## src/lsar_pkg.sv

```systemverilog
package lsar_pkg;
   // register offsets (byte addresses on the 8-bit register port)
   localparam logic [7:0] LSAR_OFS_ALIAS    = 8'h08;
   localparam logic [7:0] LSAR_OFS_CNT_LO   = 8'h0a;
   localparam logic [7:0] LSAR_OFS_CNT_HI   = 8'h0b;
   localparam logic [7:0] LSAR_OFS_STATUS   = 8'h0c;
   localparam logic [7:0] LSAR_OFS_IRQ_STAT = 8'h10;
   localparam logic [7:0] LSAR_OFS_IRQ_MASK = 8'h11;

   // reset values, and the saturation limit of the error count
   localparam logic [7:0]  LSAR_ALIAS_RST = 8'h00;
   localparam logic [15:0] LSAR_CNT_RST   = 16'h0000;
   localparam logic [15:0] LSAR_CNT_MAX   = 16'hffff;
   localparam logic [7:0]  LSAR_RD_RST    = 8'h00;
   localparam logic [2:0]  LSAR_IRQ_RST   = 3'h0;

   // alias field position: bits 7:1, bit 0 reserved
   localparam int LSAR_ALIAS_LSB = 1;

   // general status bit positions
   localparam int LSAR_ST_LINK_LOST = 4;
   localparam int LSAR_ST_SELFTEST  = 3;
   localparam int LSAR_ST_CLK_VALID = 2;
   localparam int LSAR_ST_DES_ERR   = 1;
   localparam int LSAR_ST_LINK_DET  = 0;

   // interrupt status / mask bit positions
   localparam int LSAR_IRQ_LOST     = 0;
   localparam int LSAR_IRQ_SELFTEST = 1;
   localparam int LSAR_IRQ_DES      = 2;

   // a control transaction on its way across the back channel
   typedef struct packed {
      logic       valid;
      logic [6:0] addr;
   } lsar_fwd_s;

   // link events from the back-channel logic, one-cycle pulses except active
   typedef struct packed {
      logic bc_crc_err;
      logic selftest_active;
      logic selftest_start;
      logic link_loss;
   } lsar_evt_s;
endpackage : lsar_pkg

```

## src/lsar_regs.sv

```systemverilog
// Function
// - a 7-bit alias in bits 7:1 re-addresses hits to remote target 0.
// - while the alias field is zero no request goes to remote target 0.
// - the remote target 0 address is the 7-bit address sent onward.
// - CRC errors are counted, low byte at 0x0A, cleared by error reset.
// - the count's high byte reads at 0x0B and clears with the low byte.
// - link-lost at bit 4 sets on loss of link and holds until error reset.
// - the self-test CRC flag at bit 3 sets on a CRC error in self-test.
// - link loss, self-test restart or error reset clear bit 3.
// - bit 2 shows live whether a valid input clock is detected.
// - bit 1 flags a CRC error seen in normal deserializer traffic.
// - the deserializer error flag clears on loss of link or error reset.
// - bit 0 shows live whether a cable link is detected.
//
// The strobed register port is this design's own decision.
`timescale 1ns/1ns
module lsar_regs
   import lsar_pkg::*;
(
   // clock and reset
   input  wire logic       mclk,
   input  wire logic       rst_b,
   // register port
   input  wire logic [7:0] reg_addr,
   input  wire logic [7:0] reg_wdata,
   input  wire logic       reg_wr,
   input  wire logic       reg_rd,
   output logic      [7:0] reg_rdata,
   // error-reset control bit, held elsewhere
   input  wire logic       error_reset,
   // back-channel events
   input  wire lsar_evt_s  evt,
   // live pins
   input  wire logic       input_clock_valid,
   input  wire logic       cable_link_detect,
   // forwarding path
   input  wire logic [6:0] remote_target0_address,
   input  wire lsar_fwd_s  fwd_in,
   output lsar_fwd_s       fwd_out,
   output logic            fwd_refuse,
   // interrupt
   output logic            irq
);

   // sticky flag: a set in the same cycle as a clear wins
   function automatic logic sticky(input logic cur, input logic set,
                                   input logic clr);
      sticky = set | (cur & ~clr);
   endfunction : sticky

   logic [1:0]  clk_sync_r, clk_sync_nxt;
   logic [1:0]  lnk_sync_r, lnk_sync_nxt;
   logic [7:0]  alias_r, alias_nxt;
   logic [15:0] cnt_r, cnt_nxt;
   logic        lost_r, lost_nxt;
   logic        self_r, self_nxt;
   logic        des_r, des_nxt;
   logic [2:0]  irq_stat_r, irq_stat_nxt;
   logic [2:0]  irq_mask_r, irq_mask_nxt;
   logic        irq_nxt;
   lsar_fwd_s   fwd_nxt;
   logic        refuse_nxt;
   logic [7:0]  rdata_nxt;
   logic [7:0]  status_w;
   logic [6:0]  alias_w;
   logic        self_set, des_set;

   // pin synchronisers: the second stage is the only reader of the first
   // live status bits lag their pins by two clocks; glitches may be missed
   always_comb begin
      clk_sync_nxt = {clk_sync_r[0], input_clock_valid};
      lnk_sync_nxt = {lnk_sync_r[0], cable_link_detect};
   end

   always_ff @(posedge mclk) begin
      if (!rst_b) begin
         clk_sync_r <= 2'h0;
         lnk_sync_r <= 2'h0;
      end else begin
         clk_sync_r <= clk_sync_nxt;
         lnk_sync_r <= lnk_sync_nxt;
      end
   end

   // error count and link flags
   always_comb begin
      self_set = evt.bc_crc_err & evt.selftest_active;
      des_set  = evt.bc_crc_err & ~evt.selftest_active;
      if (evt.bc_crc_err) begin
         if (error_reset)
            cnt_nxt = LSAR_CNT_RST + 16'h0001;
         else if (cnt_r == LSAR_CNT_MAX)
            cnt_nxt = cnt_r;
         else
            cnt_nxt = cnt_r + 16'h0001;
      end else if (error_reset) begin
         cnt_nxt = LSAR_CNT_RST;
      end else begin
         cnt_nxt = cnt_r;
      end
      lost_nxt = sticky(lost_r, evt.link_loss, error_reset);
      self_nxt = sticky(self_r, self_set,
                        evt.link_loss | evt.selftest_start | error_reset);
      des_nxt  = sticky(des_r, des_set, evt.link_loss | error_reset);
   end

   always_ff @(posedge mclk) begin
      if (!rst_b) begin
         cnt_r  <= LSAR_CNT_RST;
         lost_r <= 1'b0;
         self_r <= 1'b0;
         des_r  <= 1'b0;
      end else begin
         cnt_r  <= cnt_nxt;
         lost_r <= lost_nxt;
         self_r <= self_nxt;
         des_r  <= des_nxt;
      end
   end

   // software registers: alias, interrupt status (write one to clear), mask
   always_comb begin
      alias_nxt    = alias_r;
      irq_mask_nxt = irq_mask_r;
      irq_stat_nxt = irq_stat_r;
      if (reg_wr && reg_addr == LSAR_OFS_ALIAS)
         alias_nxt = {reg_wdata[7:LSAR_ALIAS_LSB], 1'b0}; // bit 0 reserved
      if (reg_wr && reg_addr == LSAR_OFS_IRQ_MASK)
         irq_mask_nxt = reg_wdata[2:0];
      if (reg_wr && reg_addr == LSAR_OFS_IRQ_STAT)
         irq_stat_nxt = irq_stat_r & ~reg_wdata[2:0];
      // events set after the clear so a same-cycle event is kept
      irq_stat_nxt[LSAR_IRQ_LOST]     = irq_stat_nxt[LSAR_IRQ_LOST]
                                        | evt.link_loss;
      irq_stat_nxt[LSAR_IRQ_SELFTEST] = irq_stat_nxt[LSAR_IRQ_SELFTEST]
                                        | self_set;
      irq_stat_nxt[LSAR_IRQ_DES]      = irq_stat_nxt[LSAR_IRQ_DES]
                                        | des_set;
      irq_nxt = |(irq_stat_nxt & irq_mask_nxt);
   end

   always_ff @(posedge mclk) begin
      if (!rst_b) begin
         alias_r    <= LSAR_ALIAS_RST;
         irq_stat_r <= LSAR_IRQ_RST;
         irq_mask_r <= LSAR_IRQ_RST;
         irq        <= 1'b0;
      end else begin
         alias_r    <= alias_nxt;
         irq_stat_r <= irq_stat_nxt;
         irq_mask_r <= irq_mask_nxt;
         irq        <= irq_nxt;
      end
   end

   // forwarding toward remote target 0, one cycle of latency
   always_comb begin
      alias_w    = alias_r[7:LSAR_ALIAS_LSB];
      fwd_nxt    = '0;
      refuse_nxt = 1'b0;
      if (fwd_in.valid) begin
         if (alias_w == 7'h00) begin
            refuse_nxt = 1'b1;
         end else if (fwd_in.addr == alias_w) begin
            fwd_nxt.valid = 1'b1;
            fwd_nxt.addr  = remote_target0_address;
         end
      end
   end

   always_ff @(posedge mclk) begin
      if (!rst_b) begin
         fwd_out    <= '0;
         fwd_refuse <= 1'b0;
      end else begin
         fwd_out    <= fwd_nxt;
         fwd_refuse <= refuse_nxt;
      end
   end

   // status byte and read mux; data stands only in the cycle after the strobe
   always_comb begin
      status_w = 8'h00; // reserved bits 7:5 read zero
      status_w[LSAR_ST_LINK_LOST] = lost_r;
      status_w[LSAR_ST_SELFTEST]  = self_r;
      status_w[LSAR_ST_CLK_VALID] = clk_sync_r[1];
      status_w[LSAR_ST_DES_ERR]   = des_r;
      status_w[LSAR_ST_LINK_DET]  = lnk_sync_r[1];
      rdata_nxt = LSAR_RD_RST;
      if (reg_rd) begin
         case (reg_addr)
            LSAR_OFS_ALIAS:    rdata_nxt = alias_r;
            LSAR_OFS_CNT_LO:   rdata_nxt = cnt_r[7:0];
            LSAR_OFS_CNT_HI:   rdata_nxt = cnt_r[15:8];
            LSAR_OFS_STATUS:   rdata_nxt = status_w;
            LSAR_OFS_IRQ_STAT: rdata_nxt = {5'h00, irq_stat_r};
            LSAR_OFS_IRQ_MASK: rdata_nxt = {5'h00, irq_mask_r};
            default:           rdata_nxt = LSAR_RD_RST; // unmapped
         endcase
      end
   end

   always_ff @(posedge mclk) begin
      if (!rst_b)
         reg_rdata <= LSAR_RD_RST;
      else
         reg_rdata <= rdata_nxt;
   end
endmodule : lsar_regs

```

## config.mk

```make
export PLATFORM = sky130hd
export DESIGN_NAME = lsar_regs
export DESIGN_NICKNAME = d
export VERILOG_FILES = /design/src/lsar_pkg.sv /design/src/lsar_regs.sv
export SDC_FILE = /design/constraint.sdc
export NUM_CORES = 1
export LEC_CHECK = 0
export ABC_AREA = 0
export BUFFER_PORTS_ARGS = -buffer_cell sky130_fd_sc_hd__buf_4
export CORE_UTILIZATION = 55
export CTS_BUF_LIST = sky130_fd_sc_hd__clkbuf_8
export DETAILED_ROUTE_END_ITERATION = 8
export PLACE_DENSITY = 0.8
export RECOVER_POWER = 50
export SLEW_MARGIN = 10
export SYNTH_ARGS = -nofsm -noshare
export SYNTH_HDL_FRONTEND = slang
export SYNTH_SLANG_ARGS = --single-unit
```

## constraint.sdc

```tcl
create_clock -name mclk -period 3.3 [get_ports mclk]
set_clock_uncertainty 0.15 [all_clocks]
set_input_delay 0.33 -clock mclk [delete_from_list [all_inputs] [get_ports mclk]]
set_output_delay 0.33 -clock mclk [all_outputs]
set_load 0.02 [all_outputs]
```

# Word-level counts from Yosys, hierarchy flattened
# Cells that the tools add are included.
word_totals:
  register_bits: 54
  input_bits: 42
  out_inout_bits: 18
op_classes:
  addsub: 1
  eq_ne: 9
  n_mux: 9
  n_bitwise: 24
  n_reduce_logical: 11
op_table:
  columns: ["cell", "count"]
  rows:
  - ["2-to-1 mux 16 bit", 4]
  - ["case mux 8 bit (6 select lines)", 1]
  - ["== test 8 x 4 -> 1 bit, second input constant", 4]
  - ["adder 16 x 1 -> 16 bit, second input constant", 1]
  - ["== test 16 bit, second input constant", 1]
  - ["== test 8 x 5 -> 1 bit, second input constant", 2]
  - ["OR 1 bit", 9]
  - ["2-to-1 mux 8 bit", 1]
  - ["== test 7 bit", 1]
  - ["logical NOT 7 bit", 1]
  - ["inverter 1 bit", 7]
  - ["AND 3 bit", 2]
  - ["2-to-1 mux 3 bit", 2]
  - ["AND reduction 2 bit", 3]
  - ["OR reduction 3 bit", 2]
  - ["AND 1 bit", 5]
  - ["OR reduction 4 bit", 1]
  - ["logical AND 1 bit", 3]
  - ["inverter 3 bit", 1]
  - ["inequality test 2 bit, second input constant", 1]
  - ["nonzero test 2 bit", 1]
  - ["2-to-1 mux 1 bit", 1]

# Depth between registers and ports, before layout
# Gate-level depths: netlist of run 1.
depth:
  ltp_word: 6
  ltp_mapped: 7
  ltp_nobuf: 5

# Worst setup path before layout of run 1
# OpenSTA, ideal clock, no wires.
synth_timing:
  path_type: "input to register"
  startpoint: "input port reg_addr[1]"
  endpoint: "register irq"
  setup_time_ns: 0.135
  t_arrival_ns: 1.317
  required_ns: 3.015
  slack_ns: 1.698
  cell_stages: 7
  cell_sequence: "buf_2 -> nor2_1 -> buf_2 -> nand3_1 -> o21a_1 -> o21ai_1 -> o221ai_1"
synth_between:
  elab_chain_cells: 6
  elab_cells_between_ends: 11
  cone_classes: "eq/ne: 2; mux: 2; bitwise: 4; reduce/logical: 3"
synth_rtl:
  columns: ["item", "line_no", "source"]
  rows:
  - ["from (decl)", "lsar_regs.sv:24", "input wire logic [7:0] reg_addr,"]
  - ["== test 8 x 5 -> 1 bit", "lsar_regs.sv:130", "if (reg_wr && reg_addr == LSAR_OFS_IRQ_STAT)"]
  - ["logical AND 1 bit", "lsar_regs.sv:130", null]
  - ["2-to-1 mux 3 bit", "lsar_regs.sv:130", null]
  - ["OR 1 bit (on tied branches)", "lsar_regs.sv:134, lsar_regs.sv:136, lsar_regs.sv:138", null]
  - ["AND 3 bit *", "lsar_regs.sv:139", "irq_nxt = |(irq_stat_nxt & irq_mask_nxt);"]
  - ["OR reduction 3 bit *", "lsar_regs.sv:139", null]
  - ["to (signal assigned)", "lsar_regs.sv:152", "irq <= irq_nxt;"]
  - ["to (decl)", "lsar_regs.sv:42", "output logic irq"]
# Every way passes the cells marked *; elsewhere a longest branch is shown, timed or not.
# A chain may end at the register's enable or synchronous reset.

# Worst setup path after layout of run 1
layout_timing:
  startpoint: "input port reg_addr[5]"
  endpoint: "register alias_r[1]"
layout_between:
  elab_chain_cells: 2
layout_rtl:
  columns: ["item", "line_no", "source"]
  rows:
  - ["== test 8 x 4 -> 1 bit", "lsar_regs.sv:126", "if (reg_wr && reg_addr == LSAR_OFS_ALIAS)"]
  - ["logical AND 1 bit", "lsar_regs.sv:126", null]
  - ["to (signal assigned)", "lsar_regs.sv:149", "alias_r <= alias_nxt;"]
  - ["to (decl)", "lsar_regs.sv:53", "logic [7:0] alias_r, alias_nxt;"]
# No other way between the ends.

==> flow_metrics.env, run 1 <==
export IMPL_cp_cell_sequence="clkbuf_4, nor3_1, and3b_1, nand4b_1, mux2i_1, nor2_1"
export IMPL_start_kind="input pin"
export IMPL_hp_class="in -> reg"
export IMPL_final_hold_viol_count=0
export IMPL_yosysWarnings=0
export IMPL_use_met3_pct=6.83
export IMPL_ios=60
export IMPL_period_share_pct=57.0
export IMPL_synthesis_nets=308
export IMPL_synth_edf_count=0
export IMPL_fill_cells=328
export IMPL_max_cap_violations=0
export IMPL_layout_drive_gt1_share_pct=19.0
export IMPL_routed_via_density=5.67
export IMPL_grt_ovfl_total=0
export IMPL_grt_pass1_vias=1887
export IMPL_finalNetCount=364
export IMPL_portBuffers=59
export IMPL_antennaDiodeCount=0
export IMPL_rsz0062_at_grt="false"
export IMPL_cts_resized=0
export IMPL_route_vias_total=2104
export IMPL_synth_most_common_cell="dfxtp_1"
export IMPL_fp_row_count=23
export IMPL_arrival_ns=1.92
export IMPL_cp_required_ns=3.34
export IMPL_setup_slack_ns=1.42
export IMPL_tritoncts="yes"
export IMPL_die_y_um=68.4
export IMPL_crit_path_max_fanout=7
export IMPL_setup_tns_ns=0
export IMPL_cp_slowest_cell="nand4b_1"
export IMPL_finalWirelength_mm=5.57
export IMPL_async_reset_ff_share_pct=0
export IMPL_grt_met2_usage_pct=40.2
export IMPL_ant_nets=0
export IMPL_wl_per_cell_um=15.0
export IMPL_path_clk_slew_ns=0.09
export IMPL_crit_path_end_kind="register"
export IMPL_clock_sinks=54
export IMPL_leakage_nw=1.18
export IMPL_use_met1_pct=32.7
export IMPL_synth_common_cells="54 x dfxtp_1, 42 x nor2_1, 16 x mux2i_1, 14 x a21oi_1"
export IMPL_synth_top_area_share_pct=44.6
export IMPL_syn_inst=265
export IMPL_dpl_cell_area_sq_mm=0.00289
export IMPL_dr_pass1_iters=4
export IMPL_globalRoute_busiestLayer="met2"
export IMPL_drt_iter0_markers=110
export IMPL_die_area_sq_mm=0.00468
export IMPL_synth_area_leader_cell="dfxtp_1"
export IMPL_post_cts_buffers=0
export IMPL_p_per_area_mw_per_mm2=412
export IMPL_clockBufferDepth=2
export IMPL_die_w_um=68.4
export IMPL_holdBufCountCts=0
export IMPL_ys_seq_area_share_pct=44.6
export IMPL_grt_pass1_wl_mm=8.67
export IMPL_grt_max_degree=18
export IMPL_maxSlewHeadroom_pct=66.1
export IMPL_crit_path_max_incr_delay_ns=0.43
export IMPL_coreArea_sq_mm=0.00412
export IMPL_multi_input_area_sq_mm=0.00127
export IMPL_drv_slew=0
export IMPL_ff_latch_area_sq_mm=0.00108
export IMPL_yosys_top_cells_area="dfxtp_1 45%, mux2i_1 6.6%, nor2_1 6.5%"
export IMPL_globalplace_congestion=0.915
export IMPL_cts_root_buf="clkbuf_8"
export IMPL_final_min_clock_period_ns=1.88
export IMPL_max_freq_ghz=0.531
export IMPL_syn_to_final_growth_pct=20.4
export IMPL_syn_area_sq_mm=0.00242
export IMPL_synth_ff_latch_count=54
export IMPL_synth_cell_types=44
export IMPL_fin_area_sq_mm=0.00292
export IMPL_cts_max_level=2
export IMPL_antenna_found_initial=0
export IMPL_setup_worst_path_class="in -> reg"
export IMPL_place_ws_ns=1.23
export IMPL_drc=0
export IMPL_status="finished, final reports clean"
export IMPL_start_util_pct=58.9
export IMPL_tightest_slew_ns=0.506
export IMPL_clkLatencyLatePin_ns=0.30
export IMPL_syn_area_per_cell_sq_um=9.15
export IMPL_cts_buffers=5
export IMPL_dp_hpwl_mm=4.23
export IMPL_grt_use_total_pct=25.5
export IMPL_synth_main_ff_cell="dfxtp_1"
export IMPL_setup_violations=0
export IMPL_ir_drop_mv=0.320
area by class of cell:
cell class | instances | share of cell area [%]
clock buffers | 6 | 2.83
well taps | 50 | 2.14
multi-input cells | 195 | 43.4
clock inverters | 1 | 1.03
flip-flops and latches | 54 | 37.0
inverters | 5 | 0.643
repair buffers | 60 | 13.0
kinds of logic after synthesis:
family | Yosys count | share of synthesized area [%]
and+or+nand+nor | 113 | 26.1
DFF | 54 | 44.6
AOI/OAI and AO/OA | 43 | 10.8
muxes | 21 | 8.93
xor gates and xnor gates | 17 | 6.14
buffers and inverters | 16 | 2.89
adders and majority gates | 1 | 0.516
path summary, 6_finish.rpt:
kind                                   from                       end  slack [ns]  depth (start not counted)
setup / recovery                reg_addr[5]   alias_r[1]$_SDFFE_PN0P_        1.42                          6
hold / removal    remote_target0_address[3]     fwd_out[3]$_SDFF_PP0_        0.07                          2
setup reg to reg      cnt_r[8]$_SDFFE_PN0P_     cnt_r[0]$_SDFFE_PN0P_        1.48                          5
hold reg to reg    lnk_sync_r[0]$_SDFF_PN0_  lnk_sync_r[1]$_SDFF_PN0_        0.29                          1
routing by layer:
metal  vias to the layer above  share of wire [%]
met2                        82                 47
met3                        11                6.8
met4                         0                2.0
met1                       969                 44
li1                       1042                  -
met5                         -                  0
registers in the layout, indices dropped and copies added, names as in the netlist, 2 cells and up:
name and cells:
fwd_out 8, clk_sync_r 2, lnk_sync_r 2, alias_r 7, irq_stat_r 3, cnt_r 16, irq_mask_r 3, reg_rdata 8
placed cells by master, fill, tap and decap left out, types with 2 or more instances in the layout:
cell type   n
clkbuf_8    6
nand2_1    12
nor2_1     42
mux2_2      5
buf_4      40
nor2b_1     3
dfxtp_1    54
nor3_2      2
nand3_1    12
xor2_1      9
a21oi_1    14
o21a_1      2
mux2i_1    16
inv_1       4
nand4_1     6
and2_0      2
a211o_1     2
and2_1     10
nor4_1      2
nor3_1      5
a22oi_1     4
o21ai_0     9
xnor2_1     8
a31oi_1     6
clkbuf_1   19
and3_1      3
nor4_2      2
nand3b_1    2
and4_1      3
where the power goes:
group	switching, mW	internal [mW]
sequential	0.00470	0.660
combinational	0.0459	0.0483
clock	0.203	0.243
total	0.253	0.951
metrics by stage:
stage               std cells  total power [mW]  hold WS, ns  util, %
floorplan                 265             0.723        0.262        -
global placement          364             0.774        0.269     70.1
detailed placement        364             0.775        0.270     70.1
CTS                       371              1.21       0.0684     72.9
global route              371              1.25       0.0518     71.0
finish                    371              1.20       0.0724     71.0
critical path: cells and delay by family:
| kind | cells | cell delay (ns) |
|---|---|---|
| simple gates | 4 | 1.14 |
| mux | 1 | 0.35 |
| buf+inv | 1 | 0.11 |
Note: power is estimated with default switching activity, not from simulation.
==> inputs of run 2 (changes only) <==
==> constraint.sdc (replaced) <==
create_clock -name mclk -period 1.92 [get_ports mclk]
set_clock_uncertainty 0.15 [all_clocks]
set_input_delay 0.192 -clock mclk [delete_from_list [all_inputs] [get_ports mclk]]
set_output_delay 0.192 -clock mclk [all_outputs]
set_load 0.02 [all_outputs]
==> run 2 against run 1 <==
Utilization is 4.4 points higher. Clock-buffer cell count is 1 lower. Sequential power is 72% higher. Global-route usage is 0.87 points higher. Clock power is 64% higher. Via count is 2.1% higher. Register-to-register slack worse by 1.3 ns. Hold slack worse by 0.061 ns. Sequential share of layout area is 2.2 points lower. Critical path depth is 1 lower. Final area is 6.2% higher. Total power is 71% higher. Critical endpoint is now fwd_out[3]$_SDFF_PP0_.
==> flow_metrics.env, run 2 (synthesis gave the netlist of run 1 again) <==
export IMPL_die_w_um=68.4
export IMPL_holdPathStages=3
export IMPL_place_ws_ns=0.264
export IMPL_max_cap_violations=0
export IMPL_final_min_clock_period_ns=1.72
export IMPL_status="finished, final reports clean"
export IMPL_finalWirelength_mm=5.97
export IMPL_cts_buffers=5
export IMPL_dr_pass1_iters=4
export IMPL_cp_cell_sequence="xor2_1, nor4_1, nand4_1, nor3_2, and2_1"
export IMPL_whs_endpoint="self_r$_SDFF_PN0_"
export IMPL_multi_input_area_sq_mm=0.00127
export IMPL_layout_drive_gt1_share_pct=18.4
export IMPL_cts_root_buf="clkbuf_8"
export IMPL_leakage_nw=1.27
export IMPL_path_buf_inv=0
export IMPL_fp_row_count=23
export IMPL_die_y_um=68.4
export IMPL_portBuffers=59
export IMPL_clockBufferDepth=2
export IMPL_reg_top3="cnt_r: 16 flops, fwd_out: 8 flops, reg_rdata: 8 flops"
export IMPL_rr_startpoint="alias_r[5]$_SDFFE_PN0P_"
export IMPL_clkLatencyLatePin_ns=0.30
export IMPL_start_kind="register"
export IMPL_finalNetCount=384
export IMPL_max_freq_ghz=0.580
export IMPL_ff_latch_area_sq_mm=0.00108
export IMPL_cts_max_level=2
export IMPL_antennaDiodeCount=0
export IMPL_worstHoldStart="evt[1]"
export IMPL_antenna_found_initial=0
export IMPL_r2r_end="fwd_out[3]$_SDFF_PP0_"
export IMPL_grt_max_degree=17
export IMPL_fill_cells=324
export IMPL_start_util_pct=58.9
export IMPL_p_per_area_mw_per_mm2=666
export IMPL_largest_register_ffs=16
export IMPL_setup_violations=0
export IMPL_post_cts_buffers=0
export IMPL_drv_slew=0
export IMPL_tritoncts="yes"
export IMPL_arrival_ns=1.82
export IMPL_grt_pass1_vias=1974
export IMPL_final_common_cell="dfxtp_1"
export IMPL_utilization_pct=75.3
export IMPL_drt_iter0_markers=109
export IMPL_wl_per_cell_um=15.2
export IMPL_setup_slack_ns=0.195
export IMPL_grt_ovfl_total=0
export IMPL_path_clk_slew_ns=0.09
export IMPL_crit_path_max_incr_delay_ns=0.36
export IMPL_period_share_pct=89.8
export IMPL_cp_required_ns=2.01
export IMPL_ios=60
export IMPL_tightest_slew_ns=0.592
export IMPL_grt_pass1_wl_mm=9.05
export IMPL_r2r_cells=5
export IMPL_die_area_sq_mm=0.00468
export IMPL_drc=0
export IMPL_final_hold_viol_count=0
export IMPL_hp_class="in -> reg"
export IMPL_maxSlewHeadroom_pct=60.5
export IMPL_clock_sinks=54
export IMPL_worst_r2r_setup_slack_ns=0.20
export IMPL_coreArea_sq_mm=0.00412
export IMPL_ant_nets=0
export IMPL_routed_via_density=5.48
export IMPL_setup_worst_path_class="reg -> reg"
export IMPL_cp_slowest_cell="dfxtp_1"
export IMPL_crit_path_end_kind="register"
export IMPL_route_vias_total=2149
export IMPL_crit_path_max_fanout=8
export IMPL_syn_to_final_growth_pct=27.9
export IMPL_final_cell_mix="54 x dfxtp_1, 42 x nor2_1, 42 x buf_4"
export IMPL_grt_use_total_pct=26.4
export IMPL_dp_hpwl_mm=4.24
export IMPL_globalplace_congestion=0.868
export IMPL_rsz0062_at_grt="false"
export IMPL_hold_ws_ns=0.0117
export IMPL_critical_path_top_delay_family="simple AND/OR/NAND/NOR gates"
export IMPL_ir_drop_mv=0.540
export IMPL_setup_tns_ns=0
export IMPL_top_register="cnt_r"
## run 2: timing repair
item | CTS | global route
gates resized for setup | 0 | 0
hold endpoints to repair | 17 | 0
hold buffers | 16 | 0
## run 2: metal layers
layer	vias up	wire length [um]	part of all wire, %	GRT usage (%)
li1	1089	-	-	-
met1	994	2700	45	32.8
met2	64	2960	50	45.6
met3	2	281	4.7	5.33
met4	0	27	0.45	7.55
met5	-	0	0	0
## run 2: final cells by class
cell class,count,share of cell area [%]
multi-input combinational,195,40.8
sequential,54,34.9
timing repair buffer,80,18.2
clock buffer,5,2.22
tap,50,2.02
clock inverter,3,1.21
inverter,5,0.605
## run 2: report_power, final
part / total (mW) / internal, mW / switching (mW)
combinational: 0.191 / 0.105 / 0.0852
sequential: 1.14 / 1.13 / 0.00869
clock: 0.731 / 0.380 / 0.351
total: 2.06 / 1.62 / 0.445
## run 2: worst register-to-register path, stage by stage, from the launching register on
cell and delay [ns]:
dfxtp_1 0.36, xor2_1 0.17, nor4_1 0.30, nand4_1 0.14, nor3_2 0.33, and2_1 0.21
## run 2: how the worst max path moves through the flow
stage | cells after the start | slack, ns | to | from
global route | 5 | 0.05 | cnt_r[0]$_SDFFE_PN0P_ | cnt_r[9]$_SDFFE_PN0P_
detailed placement | 6 | 0.26 | reg_rdata[5]$_SDFF_PN0_ | reg_addr[5]
floorplan | 6 | 0.42 | cnt_r[14]$_SDFFE_PN0P_ | cnt_r[2]$_SDFFE_PN0P_
CTS | 5 | 0.25 | fwd_out[6]$_SDFF_PP0_ | alias_r[5]$_SDFFE_PN0P_
global placement | 6 | 0.27 | irq$_SDFF_PN0_ | reg_addr[0]
finish | 5 | 0.20 | fwd_out[3]$_SDFF_PP0_ | alias_r[5]$_SDFFE_PN0P_
## run 2: stage by stage
stage / power [mW] / cells / area [sq um]
2_1_floorplan: 1.24 / 265 / 2420
5_1_grt: 2.14 / 392 / 3100
3_5_place_dp: 1.33 / 368 / 2920
6_report: 2.06 / 392 / 3100
3_3_place_gp: 1.33 / 368 / 2920
4_1_cts: 2.07 / 392 / 3180
